$ cat config.mk
export PLATFORM = sky130hd
export DESIGN_NAME = adc_parallel_conversion_ctrl
export DESIGN_NICKNAME = d
export VERILOG_FILES = /design/src/rtl/adc_conv_pkg.sv /design/src/rtl/adc_parallel_conversion_ctrl.sv
export VERILOG_INCLUDE_DIRS = /design/src /design/src/rtl
export SDC_FILE = /design/constraint.sdc
export NUM_CORES = 1
export LEC_CHECK = 0
export BUFFER_PORTS_ARGS = -buffer_cell sky130_fd_sc_hd__buf_4
export CORE_AREA = 3 3 82 115
export CTS_BUF_LIST = sky130_fd_sc_hd__clkbuf_16
export CTS_CLUSTER_SIZE = 16
export DETAILED_ROUTE_END_ITERATION = 8
export DIE_AREA = 0 0 85 118
export PLACE_DENSITY = 0.83
export SYNTH_ARGS = -nofsm -noshare
export SYNTH_HDL_FRONTEND = slang
export SYNTH_SLANG_ARGS = --single-unit
$ cat constraint.sdc
create_clock -name clk_in -period 9.4 [get_ports clk_in]
set_input_delay 1.88 -clock clk_in [delete_from_list [all_inputs] [get_ports clk_in]]
set_output_delay 1.88 -clock clk_in [all_outputs]
set_load 0.05 [all_outputs]
$ cat src/rtl/adc_conv_cfg.svh
// Constants of the converter conversion control and parallel host port
`ifndef ADC_CONV_CFG_SVH
`define ADC_CONV_CFG_SVH

`define CONV_EDGES      4'hD
`define EDGE_CNT_RESET  4'h0
`define WORD_W          12
`define CHAN_W          3
`define LOW_BYTE_MSB    7
`define HIGH_NIB_MSB    11
`define HIGH_NIB_LSB    8
`define BUF_DEPTH       2'h2
`define BUF_CNT_RESET   2'h0
`define STROBE_IDLE     1'b1

`endif

$ cat src/rtl/adc_conv_pkg.sv
// Types shared by the converter conversion control block
`include "adc_conv_cfg.svh"

package adc_conv_pkg;

    typedef enum logic [1:0] {
        ST_IDLE,
        ST_SETUP,
        ST_COUNT,
        ST_DONE
    } conv_state_e;

    // Pin levels as seen on one clock edge
    typedef struct packed {
        logic       trig_n;
        logic       mclk;
        logic       cs_n;
        logic       rd_n;
        logic       wr_n;
        logic       wb;
        logic       b8;
        logic [7:0] low;
        logic [2:0] high;
    } pins_s;

    typedef struct packed {
        logic [`WORD_W-1:0] result;
        logic [`CHAN_W-1:0] chan;
    } result_s;

endpackage

$ cat src/rtl/adc_parallel_conversion_ctrl.sv
// Conversion control and three-state parallel host port of the converter
`timescale 1ns/10ps
`default_nettype none
`include "adc_conv_cfg.svh"

module adc_parallel_conversion_ctrl (
    input  wire logic                       clk_in,                 // 200 MHz
    input  wire logic                       reset_n_in,             // Async
    input  wire logic                       sample_trigger_n_in,    // Pin
    input  wire logic                       master_clock_input_in,  // Pin
    input  wire logic                       cs_n_in,                // Pin
    input  wire logic                       rd_n_in,                // Pin
    input  wire logic                       wr_n_in,                // Pin
    input  wire logic                       word_byte_sel_in,       // 1=word
    input  wire logic [7:0]                 bus_lines_low_in,       // Pin in
    output logic      [7:0]                 bus_lines_low_out,      // Pin out
    output logic      [7:0]                 bus_lines_low_oe_out,   // Drive
    input  wire logic                       bit8_or_upper_select_in,
    output logic                            bit8_or_upper_select_out,
    output logic                            bit8_or_upper_select_oe_out,
    input  wire logic [2:0]                 bus_lines_high_in,      // Pin in
    output logic      [2:0]                 bus_lines_high_out,     // Pin out
    output logic      [2:0]                 bus_lines_high_oe_out,  // Drive
    output logic                            busy_out,               // Busy
    output logic                            hold_out,               // 1=hold
    input  wire logic [`WORD_W-1:0]         conv_data_in,           // SAR word
    input  wire logic [`CHAN_W-1:0]         channel_in,             // Chan id
    input  wire logic                       auto_powerdown_in,      // Asleep
    output logic                            wake_out,               // Pulse
    output logic                            wr_valid_out,           // Word ok
    output logic      [`WORD_W-1:0]         wr_data_out,            // Word
    input  wire logic                       wr_ready_in,            // Taken
    output logic                            wr_space_out            // Room
);
    import adc_conv_pkg::*;

    // Synchronisers come out of reset at the pins' idle levels, so the
    // release shows no false strobe, bus drive or trigger edge
    localparam pins_s PINS_IDLE = '{trig_n: `STROBE_IDLE, mclk: 1'b0,
                                   cs_n: `STROBE_IDLE, rd_n: `STROBE_IDLE,
                                   wr_n: `STROBE_IDLE, wb: 1'b0, b8: 1'b0,
                                   low: 8'h00, high: 3'h0};

    typedef struct packed {
        pins_s                        s1;
        pins_s                        s2;
        pins_s                        cap;
        logic                         trig_d;
        logic                         mclk_d;
        logic                         wr_act_d;
        conv_state_e                  st;
        logic [3:0]                   edges;
        logic                         busy;
        logic                         hold;
        result_s                      res;
        logic [7:0]                   lo_byte;
        logic                         wake;
        logic [7:0]                   d_low;
        logic                         d_b8;
        logic [2:0]                   d_high;
        logic                         oe_low;
        logic                         oe_b8;
        logic [1:0]                   cnt;
        logic [1:0][`WORD_W-1:0]      buffer;
    } state_s;

    state_s                 st_r;
    state_s                 st_nxt;
    logic [1:0]             rst_pipe_r;
    logic                   rst_n;
    logic                   commit;
    logic                   push;
    logic                   pop;
    logic [`WORD_W-1:0]     push_word;
    logic                   trig_fall;

    // Reset release is synchronised; assertion stays asynchronous
    always_ff @(posedge clk_in or negedge reset_n_in) begin
        if (!reset_n_in) begin
            rst_pipe_r <= 2'h0;
        end else begin
            rst_pipe_r <= {rst_pipe_r[0], 1'b1};
        end
    end
    assign rst_n = rst_pipe_r[1];

    // Places the word being read on the pins for the current bus mode
    function automatic logic [`WORD_W-1:0] read_lines(
        input logic wb, input logic upper, input result_s r);
        logic [`WORD_W-1:0] w;
        w = r.result;
        if (!wb && upper) begin
            w = {4'h0, 1'b0, r.chan,
                 r.result[`HIGH_NIB_MSB:`HIGH_NIB_LSB]};
        end else if (!wb) begin
            w = {4'h0, r.result[`LOW_BYTE_MSB:0]};
        end
        return w;
    endfunction

    always_comb begin
        logic [`WORD_W-1:0] rd_word;
        logic               rd_act;
        logic               wr_act;
        logic               mclk_rise;
        logic               mclk_fall;
        logic               trig_rise;
        rd_word = '0;
        rd_act = 1'b0;
        wr_act = 1'b0;
        mclk_rise = 1'b0;
        mclk_fall = 1'b0;
        trig_rise = 1'b0;
        st_nxt = st_r;
        // Every pin passes two flops before any logic looks at it
        st_nxt.s1 = '{trig_n: sample_trigger_n_in,
                      mclk:   master_clock_input_in,
                      cs_n:   cs_n_in,
                      rd_n:   rd_n_in,
                      wr_n:   wr_n_in,
                      wb:     word_byte_sel_in,
                      b8:     bit8_or_upper_select_in,
                      low:    bus_lines_low_in,
                      high:   bus_lines_high_in};
        st_nxt.s2 = st_r.s1;
        st_nxt.trig_d = st_r.s2.trig_n;
        st_nxt.mclk_d = st_r.s2.mclk;
        trig_fall = st_r.trig_d && !st_r.s2.trig_n;
        trig_rise = !st_r.trig_d && st_r.s2.trig_n;
        mclk_rise = !st_r.mclk_d && st_r.s2.mclk;
        mclk_fall = st_r.mclk_d && !st_r.s2.mclk;

        st_nxt.wake = trig_rise && auto_powerdown_in;

        // Only edges are counted, so gaps in a burst clock do no harm
        case (st_r.st)
            ST_IDLE: begin
                if (trig_fall) begin
                    st_nxt.st = ST_SETUP;
                    st_nxt.hold = 1'b1;
                    st_nxt.busy = 1'b1;
                    st_nxt.edges = `EDGE_CNT_RESET;
                end
            end
            ST_SETUP: begin
                if (mclk_fall) begin
                    st_nxt.st = ST_COUNT;
                end
            end
            ST_COUNT: begin
                if (mclk_rise) begin
                    st_nxt.edges = st_r.edges + 4'h1;
                    if (st_r.edges + 4'h1 == `CONV_EDGES) begin
                        st_nxt.hold = 1'b0;
                        st_nxt.res = '{result: conv_data_in,
                                       chan:   channel_in};
                        st_nxt.st = ST_DONE;
                    end
                end
            end
            ST_DONE: begin
                // Busy falls a cycle after the result register loads
                st_nxt.busy = 1'b0;
                st_nxt.st = ST_IDLE;
            end
            default: begin
                st_nxt.st = ST_IDLE;
                st_nxt.busy = 1'b0;
                st_nxt.hold = 1'b0;
            end
        endcase

        // Read side: drive only while select and read strobe are low
        rd_act = !st_r.s2.cs_n && !st_r.s2.rd_n;
        rd_word = read_lines(st_r.s2.wb, st_r.s2.b8, st_r.res);
        st_nxt.oe_low = rd_act;
        st_nxt.oe_b8 = rd_act && st_r.s2.wb;
        st_nxt.d_low = rd_word[7:0];
        st_nxt.d_b8 = rd_word[8];
        st_nxt.d_high = rd_word[11:9];

        // Write side: bus sampled while strobe is low, taken at its end
        wr_act = !st_r.s2.cs_n && !st_r.s2.wr_n;
        st_nxt.wr_act_d = wr_act;
        if (wr_act) begin
            st_nxt.cap = st_r.s2;
        end
        commit = st_r.wr_act_d && !wr_act;
        push_word = {st_r.cap.high, st_r.cap.b8, st_r.cap.low};
        push = 1'b0;
        if (commit && st_r.cap.wb) begin
            push = 1'b1;
        end else if (commit && !st_r.cap.b8) begin
            st_nxt.lo_byte = st_r.cap.low;
        end else if (commit) begin
            // Lines 4 to 7 of an upper byte carry zeros and are dropped
            push_word = {st_r.cap.low[3:0], st_r.lo_byte};
            push = 1'b1;
        end

        // Two-entry buffer; a write that finds it full is refused unless a word is popped in the same cycle
        pop = wr_ready_in && (st_r.cnt != `BUF_CNT_RESET);
        push = push && (st_r.cnt != `BUF_DEPTH || pop);
        if (pop) begin
            st_nxt.buffer[0] = st_r.buffer[1];
        end
        if (push) begin
            st_nxt.buffer[st_r.cnt - {1'b0, pop}] = push_word;
        end
        st_nxt.cnt = st_r.cnt + {1'b0, push} - {1'b0, pop};
    end

    always_ff @(posedge clk_in or negedge rst_n) begin
        if (!rst_n) begin
            st_r <= '0;
            st_r.s1 <= PINS_IDLE;
            st_r.s2 <= PINS_IDLE;
            st_r.trig_d <= `STROBE_IDLE;
        end else begin
            st_r <= st_nxt;
        end
    end

    assign bus_lines_low_out = st_r.d_low;
    assign bus_lines_low_oe_out = {8{st_r.oe_low}};
    assign bit8_or_upper_select_out = st_r.d_b8;
    assign bit8_or_upper_select_oe_out = st_r.oe_b8;
    assign bus_lines_high_out = st_r.d_high;
    assign bus_lines_high_oe_out = {3{st_r.oe_b8}};
    assign busy_out = st_r.busy;
    assign hold_out = st_r.hold;
    assign wake_out = st_r.wake;
    assign wr_valid_out = st_r.cnt != `BUF_CNT_RESET;
    assign wr_data_out = st_r.buffer[0];
    assign wr_space_out = st_r.cnt != `BUF_DEPTH;

    a_busy_rise: assert property (
        @(posedge clk_in) disable iff (!rst_n)
        trig_fall && st_r.st == ST_IDLE |=> busy_out && hold_out)
        else $error("busy or hold did not rise after trigger fall");

    a_busy_stays: assert property (
        @(posedge clk_in) disable iff (!rst_n)
        busy_out && st_r.st != ST_DONE |=> busy_out)
        else $error("busy dropped during conversion");

    a_result_first: assert property (
        @(posedge clk_in) disable iff (!rst_n)
        $fell(busy_out) |-> !hold_out && $past(!hold_out)
            && st_r.res.result == $past(conv_data_in, 2))
        else $error("busy fell before result was loaded");

    a_track_edge: assert property (
        @(posedge clk_in) disable iff (!rst_n)
        $fell(hold_out) |-> st_r.edges == `CONV_EDGES)
        else $error("track resumed at wrong master clock edge");

    a_idle_low: assert property (
        @(posedge clk_in) disable iff (!rst_n)
        st_r.st == ST_IDLE && !trig_fall |=> !busy_out)
        else $error("busy rose without trigger fall");

    a_read_drive: assert property (
        @(posedge clk_in) disable iff (!rst_n)
        (st_r.s2.cs_n || st_r.s2.rd_n) |=> bus_lines_low_oe_out == 8'h00
            && !bit8_or_upper_select_oe_out)
        else $error("data lines driven while not read");

    a_bit8_mode: assert property (
        @(posedge clk_in) disable iff (!rst_n)
        !st_r.s2.wb && !st_r.s2.cs_n && !st_r.s2.rd_n
            |=> bus_lines_low_oe_out == 8'hFF && !bit8_or_upper_select_oe_out)
        else $error("byte mode read drove the shared pin");

    a_upper_read: assert property (
        @(posedge clk_in) disable iff (!rst_n)
        !st_r.s2.wb && st_r.s2.b8 |=> bus_lines_low_out ==
            {1'b0, $past(st_r.res.chan), $past(st_r.res.result[11:8])})
        else $error("upper byte read content wrong");

    a_write_word: assert property (
        @(posedge clk_in) disable iff (!rst_n)
        commit && st_r.cap.wb && st_r.cnt == `BUF_CNT_RESET
            |=> wr_valid_out && wr_data_out == $past(push_word))
        else $error("word write not captured");

    a_wake_pulse: assert property (
        @(posedge clk_in) disable iff (!rst_n)
        !st_r.trig_d && st_r.s2.trig_n && auto_powerdown_in |=> wake_out)
        else $error("no wake after trigger rise");

endmodule // adc_parallel_conversion_ctrl
`default_nettype wire

Word level (Yosys, flattened, before mapping)
Index checks and enable logic that the tools add are counted.

Add/sub/neg operators: 4. Order comparisons: 2. Equality and inequality tests: 9. Muxes and demuxes: 23. Bitwise operators: 1. Reduce and logical (&&, ||, !) cells: 36.

Operator list (count): 12-bit two-way mux (8); 16-bit two-way mux (2); 24-bit bitwise mux (1); 1-bit logical AND (15); 12-bit demux with 1-bit select (1); 1-bit zero test (10); 2-bit != test (second input constant) (5); 8-bit two-way mux (1); 2-bit case mux with 4 select lines (1); 4-bit case mux with 2 select lines (1); 4-bit AND reduction (2); 6-bit two-way mux (1); 3-bit AND reduction (2); 2-bit nonzero test (3); 4-bit by 1-bit adder with 4-bit output (second input constant) (1); 2-bit equality test (second input constant) (2); 4-bit equality test (second input constant) (1); 2-bit two-way mux (2); 1-bit case mux with 2 select lines (2); 2-bit AND reduction (2); 2-bit by 1-bit subtractor with 2-bit output (2); 1-bit two-way mux (3); 2-bit by 1-bit adder with 2-bit output (1); 2-bit by 1-bit equality test with 1-bit output (second input constant) (1); 5 further kinds (5).

Bits in registers: 126. Bits of input ports: 37. Output and inout bits: 41. Logic and storage cells: 117.

Longest topological paths before layout
Gate-level depths: netlist (run 1).

Word-level depth: 10. Mapped depth: 10. Mapped depth without buffers: 8.

Worst setup path after synthesis (run 1)
No wires, ideal clock.

Path type: in2reg. From: in wr_ready_in. To: reg st_r[23] in the netlist's numbering. Library setup time: 128 ps. Arrival time: 3492 ps. Data required time: 9272 ps. Setup slack: 5781 ps. Stages: 8. Buffers on the path: 2. Cell sequence: nand2_1 -> buf_4 -> inv_1 -> ha_1 -> or2_1 -> a2111oi_4 -> buf_2 -> a21oi_1.

Word-level cells in the longest chain between the ends: 7. Elaborated cells between the ends (all ways): 10. Classes of those cells: 1 x add/sub; 2 x order compare; 3 x mux; 4 x reduce/logical.

Ends and longest elaborated chain: start, declared (RTL line adc_parallel_conversion_ctrl.sv:32) `input wire logic wr_ready_in,`; 1-bit logical AND * (RTL line adc_parallel_conversion_ctrl.sv:202) `` pop = wr_ready_in && (st_r.cnt != `BUF_CNT_RESET); ``; 2-bit by 1-bit subtractor with 2-bit output (RTL line adc_parallel_conversion_ctrl.sv:208) `st_nxt.buffer[st_r.cnt - {1'b0, pop}] = push_word;`; 2-bit by 1-bit >= comparator with 1-bit output (implied by the code) or 2-bit less-than comparator (tied branches) (RTL line adc_parallel_conversion_ctrl.sv:208); 1-bit logical AND (implied by the code) (RTL line adc_parallel_conversion_ctrl.sv:208); 12-bit two-way mux (implied by the code) (RTL line adc_parallel_conversion_ctrl.sv:208); 12-bit demux with 1-bit select (RTL line adc_parallel_conversion_ctrl.sv:208); 24-bit bitwise mux (RTL line adc_parallel_conversion_ctrl.sv:208); end signal, assigned (RTL line adc_parallel_conversion_ctrl.sv:220) `st_r <= st_nxt;`; end, declared (RTL line adc_parallel_conversion_ctrl.sv:67) `state_s st_r;`.

Every way passes the cells marked *; elsewhere a longest branch is shown, timed or not. A chain may end at the register's enable or synchronous reset.

Final worst setup path (run 1)
From: in wr_ready_in. To: reg st_r[17] in the netlist's numbering.

Same word-level chain as after synthesis.

==> results.json, run 1 <==
{
  "wirelength_um": 8136,
  "die_w_um": 85,
  "first_pass_iters": 4,
  "syn_area_um2": 5094,
  "ys_warn_count": 0,
  "grt-ovfl-total": 0,
  "synthArstFlopShare_pct": 100.0,
  "critical_path_class": "primary input to flip-flop",
  "drive_gt1_share_pct": 35.76,
  "synth_xor_area_share_pct": 0.3439,
  "n_antenna_cell": 0,
  "place.gp.congestion": 0.7430,
  "dp_hpwl_um": 5580,
  "cpLargestDelayFamily": "compound AO/OA/AOI/OAI gates",
  "dpl_cell_area_um2": 5503,
  "drtIter0Drc": 89,
  "grt_pass1_wl_um": 14070,
  "crit_required_ns": 9.72,
  "finalCritPeriodShare_pct": 43.87,
  "worstPathMaxFanout": 23,
  "worst_slack_ns": 5.276,
  "synth_seq_area_share_pct": 62.12,
  "vdd_ir_drop_max_uv": 222.0,
  "synth_edf_count": 0,
  "wl_per_cell_um": 14.96,
  "synth-adder-area-share_pct": 2.456,
  "tightestPinTransition_ns": 1.111,
  "drtAntennaViolNets": 0,
  "viasPerCell": 5.165,
  "ys_ff_latch": 126,
  "synth_top_family_by_area": "multiplexers",
  "cts.sinks": 126,
  "insertion_delay_ns": 0.40,
  "reg2reg_slack_ns": 6.14,
  "grt_use_total_pct": 18.22,
  "cp_data_arrival_time_ns": 4.45,
  "relSlewSlack_pct": 25.65,
  "cts_resized": 0,
  "area_growth_pct": 19.09,
  "grt_pass1_vias": 2938,
  "powerDensity_nw_per_um2": 294.5,
  "drv_cap": 0,
  "num_vias": 2810,
  "critical-path-max-stage-delay_ns": 0.99,
  "cp.buffers_inverters": 2,
  "clock_path_buffers": 2,
  "rsz0062_at_grt": "no",
  "stdcell_area_um2": 6066,
  "nFillCells": 569,
  "synth_cells": 371,
  "drc": 0,
  "endpoint_kind": "flip-flop",
  "io_buffer_count": 77,
  "crit_path_start_kind": "primary input",
  "skew_ns": 0.009934,
  "grt_max_degree": 79,
  "post-cts-setup-buffer-count": 0,
  "clock.fmax_mhz": 242.5,
  "crit_chain": "buf_4 > nand2_1 > inv_1 > ha_1 > or2_1 > a2111oi_4 > nor2_1 > a21oi_1",
  "hold_viol": 0,
  "finalSetupTns_ns": 0,
  "synth_cell_types": 46,
  "synth_nets": 418,
  "final_cell_mix": "dfrtp_1, buf_4, mux2i_1",
  "slew_viol_final": 0,
  "ios": 78,
  "syn_area_per_cell_um2": 13.73,
  "hold_buffers": 0,
  "synth-simple-area-share_pct": 6.288,
  "core_um2": 8558,
  "final_common_cell": "dfrtp_1",
  "fp.dieH_um": 118,
  "place_ws_ns": 4.874,
  "synthMuxAreaShare_pct": 16.19,
  "synth-main-ff-cell": "dfrtp_1",
  "start_util_pct": 59.52,
  "std_cell_rows": 40,
  "total_power_uw": 1787,
  "slowest_stage": "a2111oi_4",
  "setup_violations": 0,
  "finalNetCount": 473,
  "leakage_uw": 0.002967,
  "dieArea_um2": 10030,
  "path_clk_slew_ns": 0.05,
  "antenna_found_initial": 0,
  "status": "finished, final reports clean",
  "period_minus_slack_ns": 4.124,
  "tritoncts": "built",
  "ctsHtreeMaxLevel": 4,
  "synth-compound-area-share_pct": 5.502,
  "holdCritPathClass": "flip-flop to async pin",
  "root_buffer": "clkbuf_16",
  "numCtsBuffers": 17
}
==> power by group <==
| group | leakage (µW) | internal [µW] | switching (µW) |
|---|---|---|---|
| sequential | 0.00151 | 650 | 70.1 |
| clock | 0.000290 | 405 | 208 |
| combinational | 0.00117 | 185 | 269 |
| total | 0.00297 | 1240 | 547 |
==> cells by family (layout without fill, tap and decap cells) <==
group | after synthesis | count (layout)
adders and majority gates | 10 | 10
other | 1 | 1
xor gates and xnor gates | 2 | 2
AOI/OAI and AO/OA | 37 | 37
muxes | 74 | 74
buffers and inverters | 53 | 121
DFF | 126 | 126
and+or+nand+nor | 68 | 68
==> state kept, by name, summed over array words and instances, names as in the netlist <==
| signal | count |
|---|---|
| rst_pipe_r | 2 |
| bit8_or_upper_select_oe_out | 1 |
| st_nxt | 20 |
| bit8_or_upper_select_out | 1 |
| hold_out | 1 |
| st_r | 75 |
| busy_out | 1 |
| wake_out | 1 |
| bus_lines_low_oe_out | 1 |
| bus_lines_low_out | 8 |
| wr_data_out | 12 |
| bus_lines_high_out | 3 |
==> cell type report <==
cell class	count	area (µm²)	area share, %
sequential	126	3168	52.23
multi-input combinational	192	1577	25.99
timing repair buffer	78	585.6	9.653
clock buffer	17	425.4	7.013
clock inverter	15	137.6	2.269
tap	105	131.4	2.166
inverter	11	41.29	0.6807
==> synthesized netlist by cell type, types with 3 or more instances <==
| cell type | instances | area share [%] |
|---|---|---|
| a21oi_1 | 13 | 1.3 |
| and2_1 | 6 | 0.74 |
| buf_2 | 3 | 0.29 |
| buf_4 | 37 | 5.5 |
| dfrtp_1 | 117 | 57 |
| dfstp_2 | 9 | 4.6 |
| ha_1 | 10 | 2.5 |
| inv_1 | 11 | 0.81 |
| mux2_2 | 27 | 6.0 |
| mux2_4 | 10 | 2.9 |
| mux2i_1 | 37 | 7.3 |
| nand2_1 | 28 | 2.1 |
| nand2b_1 | 4 | 0.49 |
| nor2_1 | 18 | 1.3 |
| o21ai_0 | 4 | 0.39 |
==> path summary, 6_finish.rpt <==
| path | to | startpoint | depth (start not counted) |
|---|---|---|---|
| setup / recovery | st_r[17]$_DFFE_PN0P_ | wr_ready_in | 8 |
| hold / removal | st_nxt[109]$_DFF_PN0_ | rst_pipe_r[1]$_DFF_PN0_ | 0 |
| setup reg to reg | st_r[17]$_DFFE_PN0P_ | st_r[24]$_DFF_PN0_ | 8 |
| hold reg to reg | st_nxt[109]$_DFF_PN0_ | rst_pipe_r[1]$_DFF_PN0_ | 0 |
| max in group asynchronous | bus_lines_low_oe_out[0]$_DFF_PN0_ | rst_pipe_r[1]$_DFF_PN0_ | 1 |
| min in group clk_in | st_r[102]$_DFF_PN0_ | st_nxt[102]$_DFF_PN0_ | 0 |
==> worst register-to-register path, stage by stage, from the launching register on <==
cell and delay (ns):
dfrtp_1 0.40, or2_2 0.32, nand2_1 0.50, inv_1 0.16, ha_1 0.23, or2_1 0.26
a2111oi_4 1.00, nor2_1 0.14, a21oi_1 0.18
==> routing by layer <==
layer | track usage, % | vias up | part of all wire, %
li1 | - | 1343 | -
met3 | 7.143 | 10 | 4.0
met4 | 7.624 | 0 | 1.5
met2 | 29.77 | 70 | 55
met1 | 21.21 | 1387 | 39
met5 | 0 | - | 0
==> stage by stage <==
step           utilization [%]  cells  hold WS (ns)
4_1_cts                  70.88    544        0.3462
6_report                 70.88    544        0.3313
2_1_floorplan                -    371        0.3312
5_1_grt                  70.88    544        0.3540
3_5_place_dp             64.30    512        0.3347
3_3_place_gp             64.30    512        0.3324
Power figures use the tool's default switching activity.
==> run 2: changes to the inputs <==
ABC_AREA = 1   (was default)
CORE_AREA = 3 3 86 120   (was 3 3 82 115)
DIE_AREA = 0 0 89 123   (was 0 0 85 118)
PLACE_DENSITY = 0.77   (was 0.83)
clock period = 3.9 ns   (was 9.4 ns; I/O delays follow)
==> run 2 against run 1 <==
Against the previous run: power increased by 140%; global-route usage increased by 0.81 points; via count increased by 26%; clock skew increased by 0.00084 ns; sequential cell count unchanged; clock power increased by 130%; sequential share of layout area decreased by 0.65 points; largest power group unchanged; die area increased by 9.1%; clock-buffer cell count unchanged; hold slack got worse by 0.18 ns; setup slack got worse by 3.9 ns; register-to-register slack got worse by 4.8 ns.
==> results.json, run 2 <==
{
  "io_buffer_count": 77,
  "drtIter0Drc": 157,
  "synth_nets": 595,
  "syn_area_per_cell_um2": 9.464,
  "status": "finished, final reports clean",
  "drc": 0,
  "worstPathMaxFanout": 14,
  "n_antenna_cell": 0,
  "finalCritPeriodShare_pct": 64.65,
  "final_common_cell": "nand2_1",
  "nFillCells": 738,
  "cts_resized": 0,
  "vdd_ir_drop_max_uv": 428.7,
  "root_buffer": "clkbuf_16",
  "synth_cells": 548,
  "num_vias": 3550,
  "post-cts-setup-buffer-count": 0,
  "cp_data_arrival_time_ns": 2.86,
  "ys_warn_count": 0,
  "crit_required_ns": 4.23,
  "synth_top_area_share_pct": 56.45,
  "slew_viol_final": 0,
  "area_growth_pct": 18.43,
  "grt_pass1_vias": 3643,
  "antenna_found_initial": 0,
  "drv_cap": 0,
  "core_um2": 9407,
  "r2r-start": "st_r[25]$_DFF_PN0_",
  "final_cell_mix": "nand2_1, dfrtp_1, buf_4",
  "die_w_um": 89,
  "reg2regPathDepth": 10,
  "rsz0062_at_grt": "no",
  "ios": 78,
  "wl_per_cell_um": 13.17,
  "synth_cell_types": 34,
  "hold_viol": 0,
  "syn_area_um2": 5186,
  "finalSetupTns_ns": 0,
  "synth_edf_count": 0,
  "synthArstFlopShare_pct": 100.0,
  "powerDensity_nw_per_um2": 685.5,
  "viasPerCell": 4.924,
  "first_pass_iters": 4,
  "synth_most_common_cell": "nand2_1",
  "place_ws_ns": 1.195,
  "r2r-end": "wr_data_out[3]$_DFF_PN0_",
  "start_util_pct": 55.13,
  "synth-main-ff-cell": "dfrtp_1",
  "setup_violations": 0,
  "largest_register_ffs": 75,
  "path_clk_slew_ns": 0.05,
  "grt-ovfl-total": 0,
  "critical_path_class": "flip-flop to flip-flop",
  "skew_ns": 0.01077,
  "insertion_delay_ns": 0.41,
  "dieArea_um2": 10950,
  "ys_ff_latch": 126,
  "grt_pass1_wl_um": 16000,
  "clock_path_buffers": 2,
  "final_core_util_pct": 65.30,
  "ys_top_cells_by_area": "dfrtp_1, nand2_1, buf_4, dfstp_2, nand3_1",
  "leakage_uw": 0.003287,
  "place.gp.congestion": 0.8271,
  "fp.dieH_um": 123,
  "grt_max_degree": 64,
  "synthTopCellsByCount": "nand2_1, dfrtp_1, buf_4",
  "endpoint_kind": "flip-flop",
  "worst_slack_ns": 1.379,
  "std_cell_rows": 42,
  "drtAntennaViolNets": 0,
  "relSlewSlack_pct": 48.14,
  "crit_path_start_kind": "flip-flop",
  "wirelength_um": 9498,
  "grt_use_total_pct": 19.03,
  "tightestPinTransition_ns": 0.7778,
  "top_register": "st_r",
  "ctsHtreeMaxLevel": 4,
  "total_power_uw": 4210,
  "clock.fmax_mhz": 396.6,
  "hold_buffers": 0,
  "drive_gt1_share_pct": 22.26,
  "numCtsBuffers": 17,
  "cts.sinks": 126,
  "synth_seq_area_share_pct": 61.01,
  "finalNetCount": 645,
  "period_minus_slack_ns": 2.521,
  "yosysTopAreaCell": "dfrtp_1",
  "holdCritPathClass": "primary input to async pin",
  "reg2reg_slack_ns": 1.38,
  "tritoncts": "built",
  "dp_hpwl_um": 6426
}
==> run 2: cells by family (layout without fill, tap and decap cells) <==
logic type | Yosys count | after routing | synth area share [%]
compound gates | 39 | 39 | 3.933
simple gates | 281 | 281 | 22.82
other cells | 1 | 1 | 0.07231
flops | 126 | 126 | 61.01
fa+ha+maj | 10 | 10 | 2.413
xor+xnor | 3 | 3 | 0.5067
buf+inv | 88 | 151 | 9.240
==> run 2: metrics by stage <==
stage / std cells / hold WS, ns / cell area, µm²
final: 721 / 0.1479 / 6142
after global routing: 721 / 0.1342 / 6142
after CTS: 721 / 0.1360 / 6142
after detailed placement: 689 / 0.3347 / 5595
after global placement: 689 / 0.3328 / 5595
after floorplan: 548 / 0.3312 / 5186
==> run 2: worst max-delay path by stage <==
stage                                        from                                    end  slack [ns]  depth (start not counted)
after floorplan           rst_pipe_r[1]$_DFF_PN0_  bit8_or_upper_select_oe_out$_DFF_PN0_        0.15                          0
after global placement                wr_ready_in               wr_data_out[0]$_DFF_PN0_        1.31                         10
after detailed placement              wr_ready_in               wr_data_out[3]$_DFF_PN0_        1.19                         10
after CTS                      st_r[25]$_DFF_PN0_               wr_data_out[3]$_DFF_PN0_        1.40                         10
after global routing           st_r[25]$_DFF_PN0_               wr_data_out[6]$_DFF_PN0_        1.14                         10
final                          st_r[25]$_DFF_PN0_               wr_data_out[3]$_DFF_PN0_        1.38                         10
==> run 2: cell type report <==
cell class	count	area (µm²)	area share (%)
Inverter	39	146.4	2.383
Multi-Input combinational cell	334	1543	25.12
Sequential cell	126	3168	51.58
Clock inverter	15	121.4	1.976
Clock buffer	17	425.4	6.926
Tap cell	110	137.6	2.241
Timing Repair Buffer	80	600.6	9.778
==> run 2: worst max-delay path: stages (launching register included) <==
cell     delay [ns]
dfrtp_1        0.42
or2_1          0.24
nand2_1        0.32
inv_2          0.20
ha_1           0.23
xor2_1         0.17
inv_2          0.08
nand2_2        0.15
nor2_2         0.39
nand2_1        0.13
nand2_1        0.10
==> run 2: power breakdown <==
| group | total, µW | leakage [µW] | switching, µW | internal (µW) |
|---|---|---|---|---|
| Sequential | 1680 | 0.00158 | 145 | 1530 |
| Clock | 1430 | 0.000258 | 561 | 868 |
| Combinational | 1100 | 0.00144 | 750 | 354 |
==> run 2: metal layers <==
layer	share of wire (%)	up-vias	global-route usage [%]
met1	40	1676	21.65
li1	-	1766	-
met3	4.6	14	6.133
met5	0	-	0
met4	1.5	0	7.169
met2	54	94	32.99
